<file path="config.mk">
export PLATFORM = sky130hd
export DESIGN_NAME = mcuip_top
export DESIGN_NICKNAME = d
export VERILOG_FILES = /design/src/hdl/mcuip_pkg.sv /design/src/hdl/mcuip_top.sv
export SDC_FILE = /design/constraint.sdc
export NUM_CORES = 1
export LEC_CHECK = 0
export ABC_AREA = 0
export BUFFER_PORTS_ARGS = -buffer_cell sky130_fd_sc_hd__buf_2
export CORE_MARGIN = 2
export CORE_UTILIZATION = 46
export CTS_CLUSTER_DIAMETER = 120
export DETAILED_ROUTE_END_ITERATION = 8
export PLACE_DENSITY = 0.77
export SKIP_CTS_REPAIR_TIMING = 1
export SYNTH_ARGS = -nofsm -noshare
export SYNTH_HDL_FRONTEND = slang
export SYNTH_SLANG_ARGS = --single-unit
export TNS_END_PERCENT = 10
</file>
<file path="constraint.sdc">
create_clock -name clk -period 2.4 [get_ports clk]
set_input_delay 0.72 -clock clk [delete_from_list [all_inputs] [get_ports clk]]
set_output_delay 0.72 -clock clk [all_outputs]
set_load 0.005 [all_outputs]
</file>
<file path="src/hdl/mcuip_pkg.sv">
// Package: register map, field layout and source tables of the controller
package mcuip_pkg;

  // ****************************************
  // Register indices (byte address = 4 x index)
  // ****************************************
  localparam logic [7:0] ENA_IDX = 8'hA8;
  localparam logic [7:0] PRL_IDX = 8'hA9;
  localparam logic [7:0] ENB_IDX = 8'hB8;
  localparam logic [7:0] PRH_IDX = 8'hB9;
  localparam logic [7:0] FLG_IDX = 8'hC0;

  localparam logic [7:0] REG_RST  = 8'h00;
  localparam logic [7:0] ENA_MASK = 8'hBF;
  localparam logic [7:0] ENB_MASK = 8'hB3;
  localparam logic [7:0] PRI_MASK = 8'h3F;
  localparam logic [7:0] FLG_MASK = 8'hF3;

  // ****************************************
  // Field positions
  // ****************************************
  localparam int GLB_BIT   = 7;
  localparam int T2_BIT    = 5;
  localparam int SER0_BIT  = 4;
  localparam int T1_BIT    = 3;
  localparam int EXT1_BIT  = 2;
  localparam int T0_BIT    = 1;
  localparam int EXT0_BIT  = 0;
  localparam int T2RL_BIT  = 7;
  localparam int T2OV_BIT  = 6;
  localparam int I2C_BIT   = 5;
  localparam int LVI_BIT   = 4;
  localparam int SPI_BIT   = 1;
  localparam int PWM_BIT   = 0;

  // ****************************************
  // Sources in polling order
  // ****************************************
  localparam int NSRC   = 10;
  localparam int S_EXT0 = 0;
  localparam int S_PWM  = 1;
  localparam int S_T0   = 2;
  localparam int S_SPI  = 3;
  localparam int S_EXT1 = 4;
  localparam int S_T1   = 5;
  localparam int S_SER0 = 6;
  localparam int S_LVI  = 7;
  localparam int S_T2   = 8;
  localparam int S_I2C  = 9;

  localparam logic [9:0][2:0] SRC_GROUP = {
    3'h5, 3'h5, 3'h4, 3'h4, 3'h3, 3'h2, 3'h1, 3'h1, 3'h0, 3'h0};
  localparam logic [9:0][15:0] SRC_VECTOR = {
    16'h006B, 16'h002B, 16'h0063, 16'h0023, 16'h001B,
    16'h0013, 16'h004B, 16'h000B, 16'h0043, 16'h0003};

  localparam int DETECT_CYC = 1;

  typedef struct packed {
    logic        t2_reload;
    logic        t2_ovf;
    logic        i2c;
    logic        low_voltage_detect;
    logic        spi;
    logic        pwm;
  } mcuip_evt_t;

  typedef struct packed {
    logic        req;
    logic [1:0]  level;
    logic [15:0] vector;
  } mcuip_core_t;

endpackage : mcuip_pkg

</file>
<file path="src/hdl/mcuip_top.sv">
// Interrupt enable, request flag and priority controller with AHB-Lite slave
// How it works
// RQ1 - Global gate zero blocks every request
// RQ2 - Enable A bit 5 gates timer 2
// RQ3 - Enable A bit 4 gates serial 0
// RQ4 - Enable A bit 2 gates external 1
// RQ5 - Enable A bits 1, 3 gate timers
// RQ6 - Enable A bit 0 gates external 0
// RQ7 - Enable B bit 7 gates timer 2 reload
// RQ8 - Enable B bits 5, 4, 1 gate others
// RQ9 - Enable B bit 0 gates PWM
// RQ10 - Request flag register bit layout
// RQ11 - Flags cleared only by software
// RQ12 - Ten sources form six priority groups
// RQ13 - High and low bits form level
// RQ14 - Equal level ties resolved by polling
// RQ15 - Fixed polling order, external 0 first
// RQ16 - Unused bits read zero, ignore writes
// RQ17 - Flags set regardless of enables
// RQ18 - Each source supplies fixed vector
// RQ19 - Only strictly higher level preempts
// RQ20 - Request detected within one cycle
//
// Added by the designer: the AHB-Lite interface to the registers.
`timescale 1ns/10ps
`default_nettype none

module mcuip_top (
  input  wire  logic                  clk,
  input  wire  logic                  rst_b,
  input  wire  logic                  hsel,
  input  wire  logic [31:0]           haddr,
  input  wire  logic [1:0]            htrans,
  input  wire  logic                  hwrite,
  input  wire  logic [2:0]            hsize,
  input  wire  logic [31:0]           hwdata,
  input  wire  logic                  hready,
  output var   logic [31:0]           hrdata,
  output var   logic                  hreadyout,
  output var   logic                  hresp,
  input  wire  logic [4:0]            src_level_in,
  input  wire  mcuip_pkg::mcuip_evt_t src_evt,
  input  wire  logic                  core_ack,
  input  wire  logic                  core_reti,
  output var   mcuip_pkg::mcuip_core_t core_out,
  output var   logic [9:0]            ack_src
);

  // ****************************************
  // Reset release
  // ****************************************
  logic [1:0] rst_sync_r;
  logic       rst_n;

  always_ff @(posedge clk or negedge rst_b) begin
    if (!rst_b) begin
      rst_sync_r <= 2'h0;
    end else begin
      rst_sync_r <= {rst_sync_r[0], 1'b1};
    end
  end
  assign rst_n = rst_sync_r[1];

  // ****************************************
  // AHB-Lite slave
  // ****************************************
  logic [7:0] ena_r;
  logic [7:0] enb_r;
  logic [7:0] prl_r;
  logic [7:0] prh_r;
  logic [7:0] flg_r;
  logic [7:0] flg_nxt;
  logic [7:0] rd_val;
  logic [7:0] wr_idx_r;
  logic       wr_pend_r;
  logic       take;
  logic       mapped;
  logic [7:0] idx;

  assign idx    = haddr[9:2];
  assign mapped = (haddr[31:10] == 22'h0) && (haddr[1:0] == 2'h0);
  assign take   = hsel && htrans[1] && hready;
  // Zero wait state: every transfer completes in one data phase
  assign hreadyout = 1'b1;
  assign hresp     = 1'b0;

  always_comb begin
    rd_val = 8'h00;
    if (mapped) begin
      case (idx)
        mcuip_pkg::ENA_IDX: rd_val = ena_r;
        mcuip_pkg::ENB_IDX: rd_val = enb_r;
        mcuip_pkg::PRL_IDX: rd_val = prl_r;
        mcuip_pkg::PRH_IDX: rd_val = prh_r;
        mcuip_pkg::FLG_IDX: rd_val = flg_r;
        default:            rd_val = 8'h00;
      endcase
    end
  end

  // Read data latched at the address phase, so it stands as a flop
  always_ff @(posedge clk or negedge rst_n) begin
    if (!rst_n) begin
      hrdata <= 32'h0;
    end else if (take && !hwrite) begin
      hrdata <= {24'h0, rd_val};
    end
  end

  always_ff @(posedge clk or negedge rst_n) begin
    if (!rst_n) begin
      wr_pend_r <= 1'b0;
      wr_idx_r  <= 8'h00;
    end else begin
      wr_pend_r <= take && hwrite && mapped;
      wr_idx_r  <= idx;
    end
  end

  // ****************************************
  // Enable and priority registers
  // ****************************************
  always_ff @(posedge clk or negedge rst_n) begin
    if (!rst_n) begin
      ena_r <= mcuip_pkg::REG_RST;
      enb_r <= mcuip_pkg::REG_RST;
      prl_r <= mcuip_pkg::REG_RST;
      prh_r <= mcuip_pkg::REG_RST;
    end else if (wr_pend_r) begin
      case (wr_idx_r)
        mcuip_pkg::ENA_IDX: ena_r <= hwdata[7:0] & mcuip_pkg::ENA_MASK; // RQ16
        mcuip_pkg::ENB_IDX: enb_r <= hwdata[7:0] & mcuip_pkg::ENB_MASK; // RQ16
        mcuip_pkg::PRL_IDX: prl_r <= hwdata[7:0] & mcuip_pkg::PRI_MASK; // RQ16
        mcuip_pkg::PRH_IDX: prh_r <= hwdata[7:0] & mcuip_pkg::PRI_MASK; // RQ16
        default:            ena_r <= ena_r;
      endcase
    end
  end

  // ****************************************
  // Request flags
  // ****************************************
  logic [7:0] evt_vec;
  logic       wr_flg;

  always_comb begin
    evt_vec = 8'h00;
    evt_vec[mcuip_pkg::T2RL_BIT] = src_evt.t2_reload; // RQ10
    evt_vec[mcuip_pkg::T2OV_BIT] = src_evt.t2_ovf; // RQ10
    evt_vec[mcuip_pkg::I2C_BIT]  = src_evt.i2c; // RQ10
    evt_vec[mcuip_pkg::LVI_BIT]  = src_evt.low_voltage_detect; // RQ10
    evt_vec[mcuip_pkg::SPI_BIT]  = src_evt.spi; // RQ10
    evt_vec[mcuip_pkg::PWM_BIT]  = src_evt.pwm; // RQ10
  end

  assign wr_flg = wr_pend_r && (wr_idx_r == mcuip_pkg::FLG_IDX);
  // Set beats a clearing write in the same cycle; no hardware clear
  assign flg_nxt = ((wr_flg ? hwdata[7:0] : flg_r) | evt_vec)
                   & mcuip_pkg::FLG_MASK; // RQ11 RQ17

  always_ff @(posedge clk or negedge rst_n) begin
    if (!rst_n) begin
      flg_r <= mcuip_pkg::REG_RST;
    end else begin
      flg_r <= flg_nxt;
    end
  end

  // ****************************************
  // Source gating
  // ****************************************
  logic [9:0] src_en;
  logic       glb;

  assign glb = ena_r[mcuip_pkg::GLB_BIT];

  always_comb begin
    src_en = 10'h000;
    src_en[mcuip_pkg::S_EXT0] = src_level_in[0]
                                & ena_r[mcuip_pkg::EXT0_BIT]; // RQ6
    src_en[mcuip_pkg::S_T0]   = src_level_in[1]
                                & ena_r[mcuip_pkg::T0_BIT]; // RQ5
    src_en[mcuip_pkg::S_EXT1] = src_level_in[2]
                                & ena_r[mcuip_pkg::EXT1_BIT]; // RQ4
    src_en[mcuip_pkg::S_T1]   = src_level_in[3]
                                & ena_r[mcuip_pkg::T1_BIT]; // RQ5
    src_en[mcuip_pkg::S_SER0] = src_level_in[4]
                                & ena_r[mcuip_pkg::SER0_BIT]; // RQ3
    src_en[mcuip_pkg::S_T2]   = ena_r[mcuip_pkg::T2_BIT]
      & (flg_r[mcuip_pkg::T2OV_BIT]
         | (flg_r[mcuip_pkg::T2RL_BIT]
            & enb_r[mcuip_pkg::T2RL_BIT])); // RQ2 RQ7
    src_en[mcuip_pkg::S_I2C]  = flg_r[mcuip_pkg::I2C_BIT]
                                & enb_r[mcuip_pkg::I2C_BIT]; // RQ8
    src_en[mcuip_pkg::S_LVI]  = flg_r[mcuip_pkg::LVI_BIT]
                                & enb_r[mcuip_pkg::LVI_BIT]; // RQ8
    src_en[mcuip_pkg::S_SPI]  = flg_r[mcuip_pkg::SPI_BIT]
                                & enb_r[mcuip_pkg::SPI_BIT]; // RQ8
    src_en[mcuip_pkg::S_PWM]  = flg_r[mcuip_pkg::PWM_BIT]
                                & enb_r[mcuip_pkg::PWM_BIT]; // RQ9
    src_en = glb ? src_en : 10'h000; // RQ1
  end

  // ****************************************
  // Priority levels and polling
  // ****************************************
  logic [9:0][1:0] src_lvl;

  for (genvar g = 0; g < mcuip_pkg::NSRC; g++) begin : g_lvl
    assign src_lvl[g] = {prh_r[mcuip_pkg::SRC_GROUP[g]],
                         prl_r[mcuip_pkg::SRC_GROUP[g]]}; // RQ12 RQ13
  end

  logic       found;
  logic [1:0] best_lvl;
  logic [3:0] best_idx;

  // Ascending scan with strict compare keeps the earliest polled winner
  always_comb begin
    found    = 1'b0;
    best_lvl = 2'h0;
    best_idx = 4'h0;
    for (int i = 0; i < mcuip_pkg::NSRC; i++) begin
      if (src_en[i] && (!found || src_lvl[i] > best_lvl)) begin
        found    = 1'b1;
        best_lvl = src_lvl[i];
        best_idx = 4'(i); // RQ14 RQ15
      end
    end
  end

  // ****************************************
  // In-service levels and core request
  // ****************************************
  logic [3:0] insvc_r;
  logic [3:0] insvc_nxt;
  logic       busy;
  logic [1:0] cur_lvl;
  logic       allow;
  logic [3:0] win_idx_r;

  always_comb begin
    busy    = |insvc_r;
    cur_lvl = 2'h0;
    for (int i = 0; i < 4; i++) begin
      if (insvc_r[i]) begin
        cur_lvl = 2'(i);
      end
    end
  end

  assign allow = found && (!busy || best_lvl > cur_lvl); // RQ19

  always_comb begin
    insvc_nxt = insvc_r;
    if (core_reti && busy) begin
      insvc_nxt[cur_lvl] = 1'b0;
    end
    if (core_ack && core_out.req) begin
      insvc_nxt[core_out.level] = 1'b1;
    end
  end

  always_ff @(posedge clk or negedge rst_n) begin
    if (!rst_n) begin
      insvc_r <= 4'h0;
    end else begin
      insvc_r <= insvc_nxt;
    end
  end

  // One cycle to sample the winner; the core adds its long call
  always_ff @(posedge clk or negedge rst_n) begin
    if (!rst_n) begin
      core_out  <= '0;
      win_idx_r <= 4'h0;
    end else begin
      core_out.req    <= allow; // RQ20
      core_out.level  <= allow ? best_lvl : 2'h0;
      core_out.vector <= allow ? mcuip_pkg::SRC_VECTOR[best_idx]
                               : 16'h0000; // RQ18
      win_idx_r       <= best_idx;
    end
  end

  // Tells the peripheral which source was taken; flags stay set
  always_ff @(posedge clk or negedge rst_n) begin
    if (!rst_n) begin
      ack_src <= 10'h000;
    end else begin
      ack_src <= (core_ack && core_out.req) ? (10'h001 << win_idx_r)
                                             : 10'h000;
    end
  end

  // ****************************************
  // Checks
  // ****************************************
  localparam int DET = mcuip_pkg::DETECT_CYC;
endmodule : mcuip_top

`default_nettype wire

</file>
# After elaboration in Yosys (flattened, before gate mapping)

Memory sizes are Yosys's and may differ from the RTL's.
Cells that the tools add are included.

Memories kept: 1
Memory bits (read-only): 256
Word-level logic and storage cells: 153
Register bits after elaboration: 86
Output and inout port bits: 63

Memory list:

| memory          | words | width | rd ports | clocked after memory_dff | write ports | RTL line         | text |
|---|---|---|---|---|---|---|---|
| (no name shown) | 16    | 16    | 1        | 0                        | 0           | mcuip_top.sv:280 | `core_out.vector <= allow ? mcuip_pkg::SRC_VECTOR[best_idx]` |

Muxes and demuxes: 46
Equal/unequal tests: 10
Reduce and logical (&&, ||, !) cells: 49
Magnitude comparators: 15
Shifts and indexed selects: 1
Bitwise gates (word level): 16

Operators by type and width:

| kind                 | count |
|---|---|
| $eq 8x8->1 const B   | 10 |
| $mux 4               | 10 |
| $pmux 8 s5           | 1 |
| $mux 16              | 2 |
| $mux 2               | 13 |
| $logic_not 22->1     | 1 |
| $logic_and 1x1->1    | 21 |
| $gt 2x2->1           | 10 |
| $mux 10              | 2 |
| $mux 8               | 2 |
| $mux 1               | 14 |
| $and 1x1->1          | 11 |
| $logic_not 1->1      | 11 |
| $logic_or 1x1->1     | 10 |
| $shl 1x4->10 const A | 1 |
| $or 8x8->8           | 1 |
| $reduce_and 2->1     | 4 |
| $lt 2x3->1 const B   | 2 |
| $lt 4x5->1 const B   | 1 |
| $and 4x4->4          | 1 |
| $demux 1 s2          | 2 |
| $ge 2x1->1 const B   | 2 |
| $not 4->4            | 1 |
| $or 4x4->4           | 1 |
| 3 further kinds      | 3 |

# Longest topological paths before layout

Gate-level depths: netlist (run 1).

Depth after elaboration: 45
Depth in mapped cells: 66

# Worst setup path after synthesis (run 1)

No wires, ideal clock.

Path kind: input -> register
From: in src_level_in[0]
To: reg core_out[16] (netlist bit)
Slack: -8.186 ns
Arrival: 10.457 ns
Cell stages on the path: 59
Setup time: 0.129 ns
Cells stage by stage: a22o_2 nand3_1 inv_1 ha_1 nor2_4 a211oi_2 o32ai_1 ha_1 nor2_1 a2111oi_1 nor2_1 nor2_1 nor2_1 ha_1 nor2_1 nor2_1 nor2_1 and3_1 [23 not listed] o21ai_0 a21o_1 mux2i_1 ha_1 a21oi_1 a21oi_1 o21bai_1 and2_1 buf_2 mux2_4 ha_1 nor2b_1 o21ai_0 a22o_1 inv_1 nand3_1 o32a_1 o21ai_1

Cells in the longest elaborated chain, start to end: 43
Elaborated cells between the ends (all ways): 62
Those cells by class: order compare: 10; mux: 22; bitwise: 1; reduce/logical: 29

RTL lines:

| what                                                 | RTL line         | text |
|---|---|---|
| start: declaration                                   | mcuip_top.sv:41  | `input wire logic [4:0] src_level_in,` |
| $and 1x1->1 (*)                                      | mcuip_top.sv:180 | `& ena_r[mcuip_pkg::EXT0_BIT];` |
| $mux 10 (*)                                          | mcuip_top.sv:201 | `src_en = glb ? src_en : 10'h000;` |
| $mux 2 / $mux 1 (equally long branches)              | mcuip_top.sv:224 | `if (src_en[i] && (!found \|\| src_lvl[i] > best_lvl)) begin` |
| $gt 2x2->1 / $logic_not 1->1 (equally long branches) | mcuip_top.sv:224 |  |
| $logic_or 1x1->1                                     | mcuip_top.sv:224 |  |
| $logic_and 1x1->1                                    | mcuip_top.sv:224 |  |
| $mux 2 / $mux 1 (equally long branches)              | mcuip_top.sv:224 |  |
| $gt 2x2->1 / $logic_not 1->1 (equally long branches) | mcuip_top.sv:224 |  |
| [28 not listed]                                      | n/a              |  |
| $logic_or 1x1->1                                     | mcuip_top.sv:224 |  |
| $logic_and 1x1->1                                    | mcuip_top.sv:224 |  |
| $mux 2                                               | mcuip_top.sv:224 |  |
| $gt 2x2->1                                           | mcuip_top.sv:252 | `assign allow = found && (!busy \|\| best_lvl > cur_lvl);` |
| $logic_or 1x1->1                                     | mcuip_top.sv:252 |  |
| $logic_and 1x1->1 (*)                                | mcuip_top.sv:252 |  |
| net allow                                            | mcuip_top.sv:239 | `logic allow;` |
| $mux 2 (*)                                           | mcuip_top.sv:279 | `core_out.level <= allow ? best_lvl : 2'h0;` |
| end: declaration                                     | mcuip_top.sv:45  | `output var mcuip_pkg::mcuip_core_t core_out,` |

The timed path passes the listed nets; every way through them passes the cells marked *.
A chain may end at the register's enable or synchronous reset.

# Worst setup path after layout (run 1)

Same ends and word-level chain as after synthesis.

==> impl_metrics.csv, run 1 <==
group,metric,value,unit
setup_path,timing.critical_path.buf_inv,7,
power_and_ir_drop,powerDensity,437,nW/um^2
power_and_ir_drop,power.internal,0.00196,W
layout,layout.nets,725,
drt,dr_total_vias,3915,
logic_synthesis,synth_enable_flop_cells,0,
setup_path,worst_path_cell_with_the_longest_stage_delay,"sky130_fd_sc_hd__a2111oi_4",
logic_synthesis,postSynth.asyncResetShare,1.00,
setup_path,start_kind,"input pin",
clock_network,clock_tree.root_cell,"sky130_fd_sc_hd__clkbuf_8",
setup_path,crit_arrival,10500,ps
setup_path,crit_top_cell,"sky130_fd_sc_hd__ha_4",
run,drv.max_cap_violation_count,0,
floorplan,floorplan.initialDensity,0.468,
timing,finalHoldViolations,0,
timing,min_period_over_period,4.26,
global_route,grt_util_all_layers,0.242,
timing,final_max_slew_viol_count,0,
floorplan,floorplan.io_pins,150,
floorplan,die_height,100,um
run_status,failed_checks,"setup timing",
place,hpwl_detailed,8.96,mm
floorplan,fp-row-count,35,
setup_path,endpoint_kind,"flip-flop",
power_and_ir_drop,switching_share,0.243,
power_and_ir_drop,vdd_ir_max,0.362,mV
drt,first_pass_iteration_count_of_the_detailed_router,4,
clock_network,cts-htree-levels,3,
timing,setup_viol,11,
global_route,number_of_global_route_vias_before_repair,3977,
logic_synthesis,synthTopCellsByArea,"sky130_fd_sc_hd__dfrtp_1 43%, sky130_fd_sc_hd__buf_4 6.7%, sky130_fd_sc_hd__mux2_2 5.0%, sky130_fd_sc_hd__ha_1 3.8%, sky130_fd_sc_hd__nor2_1 3.3%",
logic_synthesis,yosysTopAreaCell,"sky130_fd_sc_hd__dfrtp_1",
logic_synthesis,synth_cells,434,
clock_network,clkSlewWorstSetupHoldPaths,90,ps
floorplan,coreArea,9110,um^2
run_status,outcome,"complete, but fails checks",
clock_network,cts_made_buffers,9,
floorplan,die-area,10100,um^2
setup_path,criticalPathCategory,"in2reg",
logic_synthesis,synth_top_area_frac,0.434,
place,dp_worst_setup_slack,-8120,ps
timing,setup_ws,-7820,ps
clock_network,clk-insertion-delay-late,360,ps
place,finalWeightedCongestion,0.868,
timing,fin_skew,11.3,ps
layout,mostFrequentLayoutCell,"sky130_fd_sc_hd__buf_4",
global_route,grt_max_degree,48,
logic_synthesis,synth_seq_cells,74,
drt,post_drt_via_cell_ratio,5.28,
timing,rsz0062_at_grt,"true",
setup_path,reg2reg_depth,59,
global_route,grt_pass1_wl,19.2,mm
logic_synthesis,synth.distinct_cells,71,
layout,area_growth_syn_to_layout,39.1,%
setup_path,cp_num_cells,60,
global_route,antenna_found_initial,0,
place,io_buffer_count,85,
clock_network,tritoncts,"done",
layout,layout_common_cells,"104 x sky130_fd_sc_hd__buf_4, 84 x sky130_fd_sc_hd__buf_2, 73 x sky130_fd_sc_hd__dfrtp_1",
timing,post-route-min-period,10220,ps
logic_synthesis,ys_seq_area_frac,0.434,
power_and_ir_drop,share_comb_of_total_power,0.068,
power_and_ir_drop,netSwitchingPower,0.000630,W
setup_path,worstPathMaxFanout,5,
power_and_ir_drop,leakage,3.03,nW
timing,max_frequency,97.9,MHz
timing,maxSlewHeadroom,0.597,
drt,overall_routed_net_length,12.2,mm
power_and_ir_drop,seq_power_share,0.493,
power_and_ir_drop,power_consumption,0.00259,W
clock_network,cts_max_path_buffers,2,
floorplan,fp.dieW,100,um
timing,setup_tns,-80730,ps
clock_network,numClockSinks,74,
global_route,globalRoute.totalOverflow,0,
drt,routed_wire_length_per_instance,16.5,um
setup_path,max_stage_delay,320,ps
drt,postRouteAntennaNets,0,
logic_synthesis,synthesis.area_per_instance,9.83,um^2
layout,diodes,0,
drt,drt_drc_violations_left,0,
power_and_ir_drop,clock_power_share,0.439,
logic_synthesis,yosys_warnings,0,
drt,detail_route.iter0.violations,199,
layout,instances_no_fill,741,
layout,layout-drive-gt1-share,0.451,
timing,worst_pin_slew,604,ps
logic_synthesis,mapped_cell_area,4270,um^2
place,dpl.cell_count,715,
setup_path,critPathRequiredTime,2690,ps
logic_synthesis,yosys_most_used_dff,"sky130_fd_sc_hd__dfrtp_1",
setup_path,kind_of_cell_with_the_highest_combined_delay_on_the_critical_path,"compound AO/OA/AOI/OAI gates",
min_path,worst_hold_path_type,"in2async",
-- state kept, by name, summed over array words and instances (netlist names) --
| name | flops |
|---|---|
| win_idx_r | 4 |
| prh_r | 6 |
| flg_r | 6 |
| hrdata | 8 |
| core_out | 7 |
| wr_pend_r | 1 |
| wr_idx_r | 8 |
| rst_sync_r | 2 |
| prl_r | 6 |
| insvc_r | 4 |
| ack_src | 10 |
| ena_r | 7 |
| enb_r | 5 |
-- metal layers --
metal / up-vias / GRT usage / share of wire
li1: 1850 / - / -
met1: 1921 / 0.297 / 0.41
met2: 116 / 0.424 / 0.52
met3: 28 / 0.0453 / 0.046
met4: 0 / 0.0896 / 0.027
met5: - / 0 / 0
-- cell type report --
type / instances / area [um^2]
fill: 693 / 3180
inverter: 25 / 93.8
sequential: 74 / 1850
multi-input combinational: 324 / 2370
clock buffer: 10 / 138
tap: 111 / 139
timing repair buffer: 191 / 1240
clock inverter: 6 / 95.1
-- cells by family after synthesis --
| kind of cell | share of synthesized area |
|---|---|
| AND/OR/NAND/NOR | 0.178 |
| AO/OA/AOI/OAI | 0.170 |
| flip-flops | 0.434 |
| buffers and inverters | 0.0968 |
| multiplexers | 0.0818 |
| adder cells (fa/ha/maj) | 0.0381 |
| other | 0.00176 |
-- through the flow --
step	util	hold WS, ps	cell area, um^2
detailed placement	0.598	292	5450
CTS	0.624	123	5680
finish	0.651	127	5930
global placement	0.598	284	5450
floorplan	-	331	4470
global route	0.651	115	5930
-- path summary, 6_finish.rpt --
check | from | endpoint | slack [ps]
worst max-delay path | src_level_in[0] | core_out[16] | -7820
worst min-delay path | rst_b | rst_sync_r[0] | 130
worst max register to register | ena_r[0] | core_out[16] | -7750
worst min register to register | rst_sync_r[1] | flg_r[1] | 280
max in group asynchronous | rst_sync_r[1] | ack_src[0] | 1450
min in group clk | rst_sync_r[0] | rst_sync_r[1] | 400
-- synthesized netlist by cell type, types with 4 or more instances --
master	instances
sky130_fd_sc_hd__dfrtp_1	74
sky130_fd_sc_hd__buf_4	38
sky130_fd_sc_hd__nor2_1	38
sky130_fd_sc_hd__nand2_1	37
sky130_fd_sc_hd__inv_1	24
sky130_fd_sc_hd__o21ai_0	24
sky130_fd_sc_hd__mux2_2	19
sky130_fd_sc_hd__nand3_1	14
sky130_fd_sc_hd__ha_1	13
sky130_fd_sc_hd__a21oi_1	12
sky130_fd_sc_hd__mux2i_1	12
sky130_fd_sc_hd__nor3_1	11
sky130_fd_sc_hd__a22o_1	8
sky130_fd_sc_hd__a211o_1	7
sky130_fd_sc_hd__nor4_1	7
sky130_fd_sc_hd__nor2b_1	5
sky130_fd_sc_hd__and3_1	4
sky130_fd_sc_hd__clkbuf_1	4
sky130_fd_sc_hd__nand2b_1	4
sky130_fd_sc_hd__nand4b_1	4
sky130_fd_sc_hd__o21ai_1	4
-- power groups by stage --
| stage | combinational (W) | clock, W | sequential (W) |
|---|---|---|---|
| 3_5_place_dp | 0.000164 | 0 | 0.00130 |
| 2_1_floorplan | 0.0000974 | 0 | 0.00131 |
| 6_report | 0.000176 | 0.00114 | 0.00128 |
| 4_1_cts | 0.000165 | 0.00115 | 0.00128 |
| 3_3_place_gp | 0.000158 | 0 | 0.00130 |
| 5_1_grt | 0.000197 | 0.00120 | 0.00128 |
Power figures use the tool's default switching activity.
==> inputs of run 2 (changes only) <==
- CORE_UTILIZATION: 46 -> 47
- CTS_BUF_LIST: not set -> sky130_fd_sc_hd__clkbuf_2 sky130_fd_sc_hd__clkbuf_4 sky130_fd_sc_hd__clkbuf_8
- PLACE_DENSITY: 0.77 -> 0.78
==> impl_metrics.csv, run 2 (synthesis results as in run 1) <==
group,metric,value,unit
setup_path,crit_arrival,10380,ps
run_status,outcome,"complete, but fails checks",
drt,routed_wire_length_per_instance,15.9,um
setup_path,crit_top_cell,"sky130_fd_sc_hd__ha_4",
power_and_ir_drop,powerDensity,424,nW/um^2
power_and_ir_drop,leakage,3.01,nW
timing,setup_ws,-7690,ps
global_route,groute.layer.met1.usage,0.287,
power_and_ir_drop,vdd_ir_max,0.343,mV
floorplan,fp-row-count,34,
drt,detail_route.iter0.violations,194,
clock_network,numClockSinks,74,
layout,instances_no_fill,738,
floorplan,coreArea,8760,um^2
timing,max_frequency,99.1,MHz
timing,finalHoldViolations,0,
global_route,grt.met3_usage,0.0464,
timing,maxSlewHeadroom,0.622,
setup_path,max_stage_delay,320,ps
layout,regMostFlops,"ack_src",
setup_path,endpoint_kind,"flip-flop",
timing,fin_skew,11.4,ps
drt,first_pass_iteration_count_of_the_detailed_router,4,
drt,overall_routed_net_length,11.7,mm
setup_path,reg2reg_from,"ena_r[0]",
global_route,grt_util_all_layers,0.233,
setup_path,start_kind,"input pin",
setup_path,kind_of_cell_with_the_highest_combined_delay_on_the_critical_path,"compound AO/OA/AOI/OAI gates",
clock_network,cts_made_buffers,9,
global_route,globalRoute.totalOverflow,0,
global_route,grt_max_degree,63,
min_path,worst_hold_path_type,"in2async",
timing,min_period_over_period,4.21,
setup_path,criticalPathCategory,"in2reg",
setup_path,reg2reg_depth,61,
setup_path,cp_num_cells,62,
timing,post-route-min-period,10090,ps
place,dpl.cell_count,718,
place,finalWeightedCongestion,0.925,
layout,area_growth_syn_to_layout,38.1,%
floorplan,die_height,99.3,um
global_route,grtUsageMet2,0.396,
global_route,antenna_found_initial,0,
layout,mostFrequentLayoutCell,"sky130_fd_sc_hd__buf_4",
place,hpwl_detailed,8.61,mm
clock_network,cts_max_path_buffers,2,
layout,layout.nets,725,
layout,layout_common_cells,"105 x sky130_fd_sc_hd__buf_4, 85 x sky130_fd_sc_hd__buf_2, 73 x sky130_fd_sc_hd__dfrtp_1",
floorplan,floorplan.io_pins,150,
setup_path,r2r-end,"core_out[16]",
timing,rsz0062_at_grt,"true",
drt,post_drt_via_cell_ratio,5.32,
clock_network,tritoncts,"done",
drt,postRouteAntennaNets,0,
place,io_buffer_count,85,
floorplan,floorplan.initialDensity,0.487,
clock_network,clk-insertion-delay-late,360,ps
clock_network,cts-htree-levels,3,
setup_path,ff2ff_setup_slack,-7640,ps
layout,layout-drive-gt1-share,0.452,
setup_path,worstPathMaxFanout,5,
run_status,failed_checks,"setup timing",
timing,worst_pin_slew,565,ps
setup_path,critPathLaunch,"src_level_in[0]",
timing,final_max_slew_viol_count,0,
setup_path,timing.critical_path.buf_inv,7,
setup_path,setup.worst_path.end,"core_out[16]",
global_route,number_of_global_route_vias_before_repair,3965,
layout,diodes,0,
floorplan,fp.dieW,99.3,um
layout,final_design_area_no_fill,5890,um^2
run,drv.max_cap_violation_count,0,
timing,setup_viol,11,
global_route,gr_peak_layer,"met2",
place,detailed_place.area,5490,um^2
setup_path,critPathRequiredTime,2690,ps
layout,biggestRegsByFlops,"ack_src (10), hrdata (8), wr_idx_r (8)",
global_route,grt_pass1_wl,18.4,mm
setup_path,worst_path_cell_with_the_longest_stage_delay,"sky130_fd_sc_hd__mux2_4",
clock_network,clock_tree.root_cell,"sky130_fd_sc_hd__clkbuf_8",
drt,drt_drc_violations_left,0,
drt,dr_total_vias,3928,
floorplan,die-area,9850,um^2
layout,number_of_flip_flops_in_the_largest_register,10,
clock_network,clkSlewWorstSetupHoldPaths,90,ps
run 2: layout make-up:
cell class | count | area [um^2]
Fill cell | 671 | 2870
Timing Repair Buffer | 191 | 1230
Clock buffer | 9 | 124
Clock inverter | 7 | 82.6
Sequential cell | 74 | 1850
Multi-Input combinational cell | 324 | 2370
Inverter | 25 | 93.8
Tap cell | 108 | 135
run 2: power by group:
group,total [W],switching (W),internal [W],leakage (nW)
clock network,0.00105,0.000547,0.000498,0.0988
registers,0.00127,0.0000144,0.00126,0.933
logic,0.000179,0.0000980,0.0000805,1.98
total,0.00250,0.000659,0.00184,3.01
run 2: worst register-to-register path, delay by kind of cell (launching register included):
kind                     cells  cell delay, ps
buffers and inverters        6             430
AO/OA/AOI/OAI               23            3880
flip-flops                   1             400
multiplexers                 2             640
AND/OR/NAND/NOR             21            2330
adder cells (fa/ha/maj)      9            2270
run 2: metrics by stage:
step / TNS [ps] / utilization / setup WS, ps / hold slack [ps] / power [W]
CTS: -81530 / 0.650 / -7870 / 112 / 0.00250
global route: -84650 / 0.672 / -8150 / 101 / 0.00259
global placement: -79450 / 0.626 / -7630 / 143 / 0.00146
finish: -79780 / 0.672 / -7690 / 117 / 0.00250
floorplan: -79820 / - / -7820 / 331 / 0.00141
detailed placement: -84610 / 0.626 / -8140 / 141 / 0.00147
run 2: worst min path at each step:
stage | depth (start not counted) | start | end
5_1_grt | 1 | rst_b | rst_sync_r[1]
6_report | 1 | rst_b | rst_sync_r[0]
4_1_cts | 1 | rst_b | rst_sync_r[1]
3_3_place_gp | 0 | rst_sync_r[1] | prh_r[0]
3_5_place_dp | 0 | rst_sync_r[1] | prl_r[0]
2_1_floorplan | 0 | rst_sync_r[0] | rst_sync_r[1]
run 2: routing by layer:
metal  vias to the layer above  wire (um)
met5                         -          0
li1                       1857          -
met2                       140       6040
met3                        31        640
met1                      1900       4700
met4                         0        354
==> inputs of run 3 (changes only) <==
- BUFFER_PORTS_ARGS: -buffer_cell sky130_fd_sc_hd__buf_2 -> not set
- CORE_UTILIZATION: 47 -> 50
- DONT_BUFFER_PORTS: not set -> 1
- PLACE_DENSITY: 0.78 -> 0.67
==> impl_metrics.csv, run 3 (synthesis results as in run 1) <==
group,metric,value,unit
run_status,outcome,"complete, but fails checks",
run_status,failed_checks,"setup timing",
clock_network,tritoncts,"done",
setup_path,crit_top_cell,"sky130_fd_sc_hd__nor2_1",
clock_network,clkSlewWorstSetupHoldPaths,80,ps
timing,post-route-min-period,10210,ps
drt,post_drt_via_cell_ratio,5.59,
setup_path,crit_arrival,10470,ps
clock_network,clock_tree.root_cell,"sky130_fd_sc_hd__clkbuf_8",
place,hpwl_detailed,8.26,mm
drt,first_pass_iteration_count_of_the_detailed_router,4,
setup_path,worst_path_cell_with_the_longest_stage_delay,"sky130_fd_sc_hd__dfrtp_1",
place,io_buffer_count,0,
setup_path,setup.worst_path.end,"core_out[6]",
global_route,number_of_global_route_vias_before_repair,3506,
setup_path,reg2reg_depth,58,
drt,drt_drc_violations_left,0,
timing,maxSlewHeadroom,0.601,
setup_path,start_kind,"flip-flop",
layout,diodes,0,
layout,n_fill_cell,643,
clock_network,cts-htree-levels,3,
global_route,globalRoute.totalOverflow,0,
timing,fin_skew,15.7,ps
setup_path,critPathLaunch,"ena_r[0]",
timing,rsz0062_at_grt,"true",
layout,number_of_flip_flops_in_the_largest_register,10,
layout,layout_common_cells,"100 x sky130_fd_sc_hd__buf_4, 73 x sky130_fd_sc_hd__dfrtp_1, 37 x sky130_fd_sc_hd__conb_1",
timing,finalHoldViolations,0,
clock_network,clk-insertion-delay-late,360,ps
setup_path,worstPathMaxFanout,5,
layout,layout-drive-gt1-share,0.361,
floorplan,fp-row-count,33,
timing,setup_viol,11,
layout,biggestRegsByFlops,"ack_src (10), hrdata (8), wr_idx_r (8)",
clock_network,cts_made_buffers,9,
drt,overall_routed_net_length,11.2,mm
setup_path,kind_of_cell_with_the_highest_combined_delay_on_the_critical_path,"compound AO/OA/AOI/OAI gates",
drt,detail_route.iter0.violations,211,
timing,hold-worst-slack,45.5,ps
min_path,worst_hold_path_type,"in2async",
layout,area_growth_syn_to_layout,28.8,%
clock_network,numClockSinks,74,
layout,regMostFlops,"ack_src",
power_and_ir_drop,leakage,2.64,nW
clock_network,cts_max_path_buffers,2,
setup_path,endpoint_kind,"flip-flop",
drt,routed_wire_length_per_instance,17.3,um
global_route,grt_pass1_wl,17.0,mm
place,finalWeightedCongestion,0.881,
layout,mostFrequentLayoutCell,"sky130_fd_sc_hd__buf_4",
setup_path,max_stage_delay,400,ps
setup_path,ff2ff_setup_slack,-7810,ps
drt,postRouteAntennaNets,0,
power_and_ir_drop,powerDensity,482,nW/um^2
power_and_ir_drop,vdd_ir_max,0.287,mV
setup_path,cp_num_cells,58,
global_route,grt_max_degree,29,
floorplan,fp.dieW,96.4,um
setup_path,timing.critical_path.buf_inv,5,
power_and_ir_drop,power_consumption,0.00265,W
floorplan,die-area,9290,um^2
floorplan,floorplan.initialDensity,0.517,
timing,min_period_over_period,4.25,
setup_path,r2r-end,"core_out[6]",
timing,final_max_slew_viol_count,0,
floorplan,die_height,96.4,um
floorplan,coreArea,8260,um^2
drt,dr_total_vias,3603,
run,drv.max_cap_violation_count,0,
setup_path,reg2reg_from,"ena_r[0]",
global_route,antenna_found_initial,0,
setup_path,critPathRequiredTime,2670,ps
floorplan,floorplan.io_pins,150,
setup_path,criticalPathCategory,"reg2reg",
timing,worst_pin_slew,597,ps
timing,setup_ws,-7810,ps
global_route,grt_util_all_layers,0.245,
layout,layout.nets,636,
timing,max_frequency,98.0,MHz
==> run 3: routing by layer <==
metal	global-route usage	wire length, um	part of all wire
met1	0.311	4550	0.41
met2	0.418	5660	0.51
met3	0.0650	833	0.075
met4	0.0540	136	0.012
met5	0	0	0
==> run 3: final cells by class <==
class,count,area [um^2],area share
clock inverter,5,129,0.0235
sequential,74,1850,0.337
timing repair buffer,102,773,0.141
tap,105,131,0.0239
multi-input combinational,324,2380,0.433
clock buffer,10,131,0.0239
inverter,25,93.8,0.0171
==> run 3: worst register-to-register path: cells and delay by family (launching register included) <==
kind            cells  cell delay [ps]
flops               1              400
mux                 3              870
buf+inv             5              500
fa+ha+maj           9             2400
simple gates       22             2610
compound gates     19             3340
==> run 3: where the power goes <==
group / total (W) / switching (W) / internal [W]
Clock: 0.00127 / 0.000467 / 0.000804
Sequential: 0.00128 / 0.0000175 / 0.00126
Combinational: 0.000102 / 0.0000622 / 0.0000400
==> run 3: how the worst min path moves through the flow <==
stage	startpoint	end	slack, ps	cells past startpoint
after floorplan	rst_sync_r[0]	rst_sync_r[1]	330	0
after CTS	rst_b	rst_sync_r[1]	30	0
after global routing	rst_b	rst_sync_r[1]	20	0
after detailed placement	rst_sync_r[1]	flg_r[0]	230	0
after global placement	rst_sync_r[1]	prh_r[0]	220	0
final	rst_b	rst_sync_r[1]	50	0
==> run 3: stage by stage <==
step | utilization | std cells | cell area, um^2 | TNS [ps] | setup slack, ps
finish | 0.665 | 645 | 5490 | -81130 | -7810
global route | 0.665 | 645 | 5490 | -87290 | -8370
CTS | 0.634 | 635 | 5230 | -82540 | -8000
detailed placement | 0.602 | 620 | 4970 | -84010 | -8130
global placement | 0.602 | 620 | 4970 | -81430 | -7850
floorplan | - | 469 | 4470 | -79820 | -7820
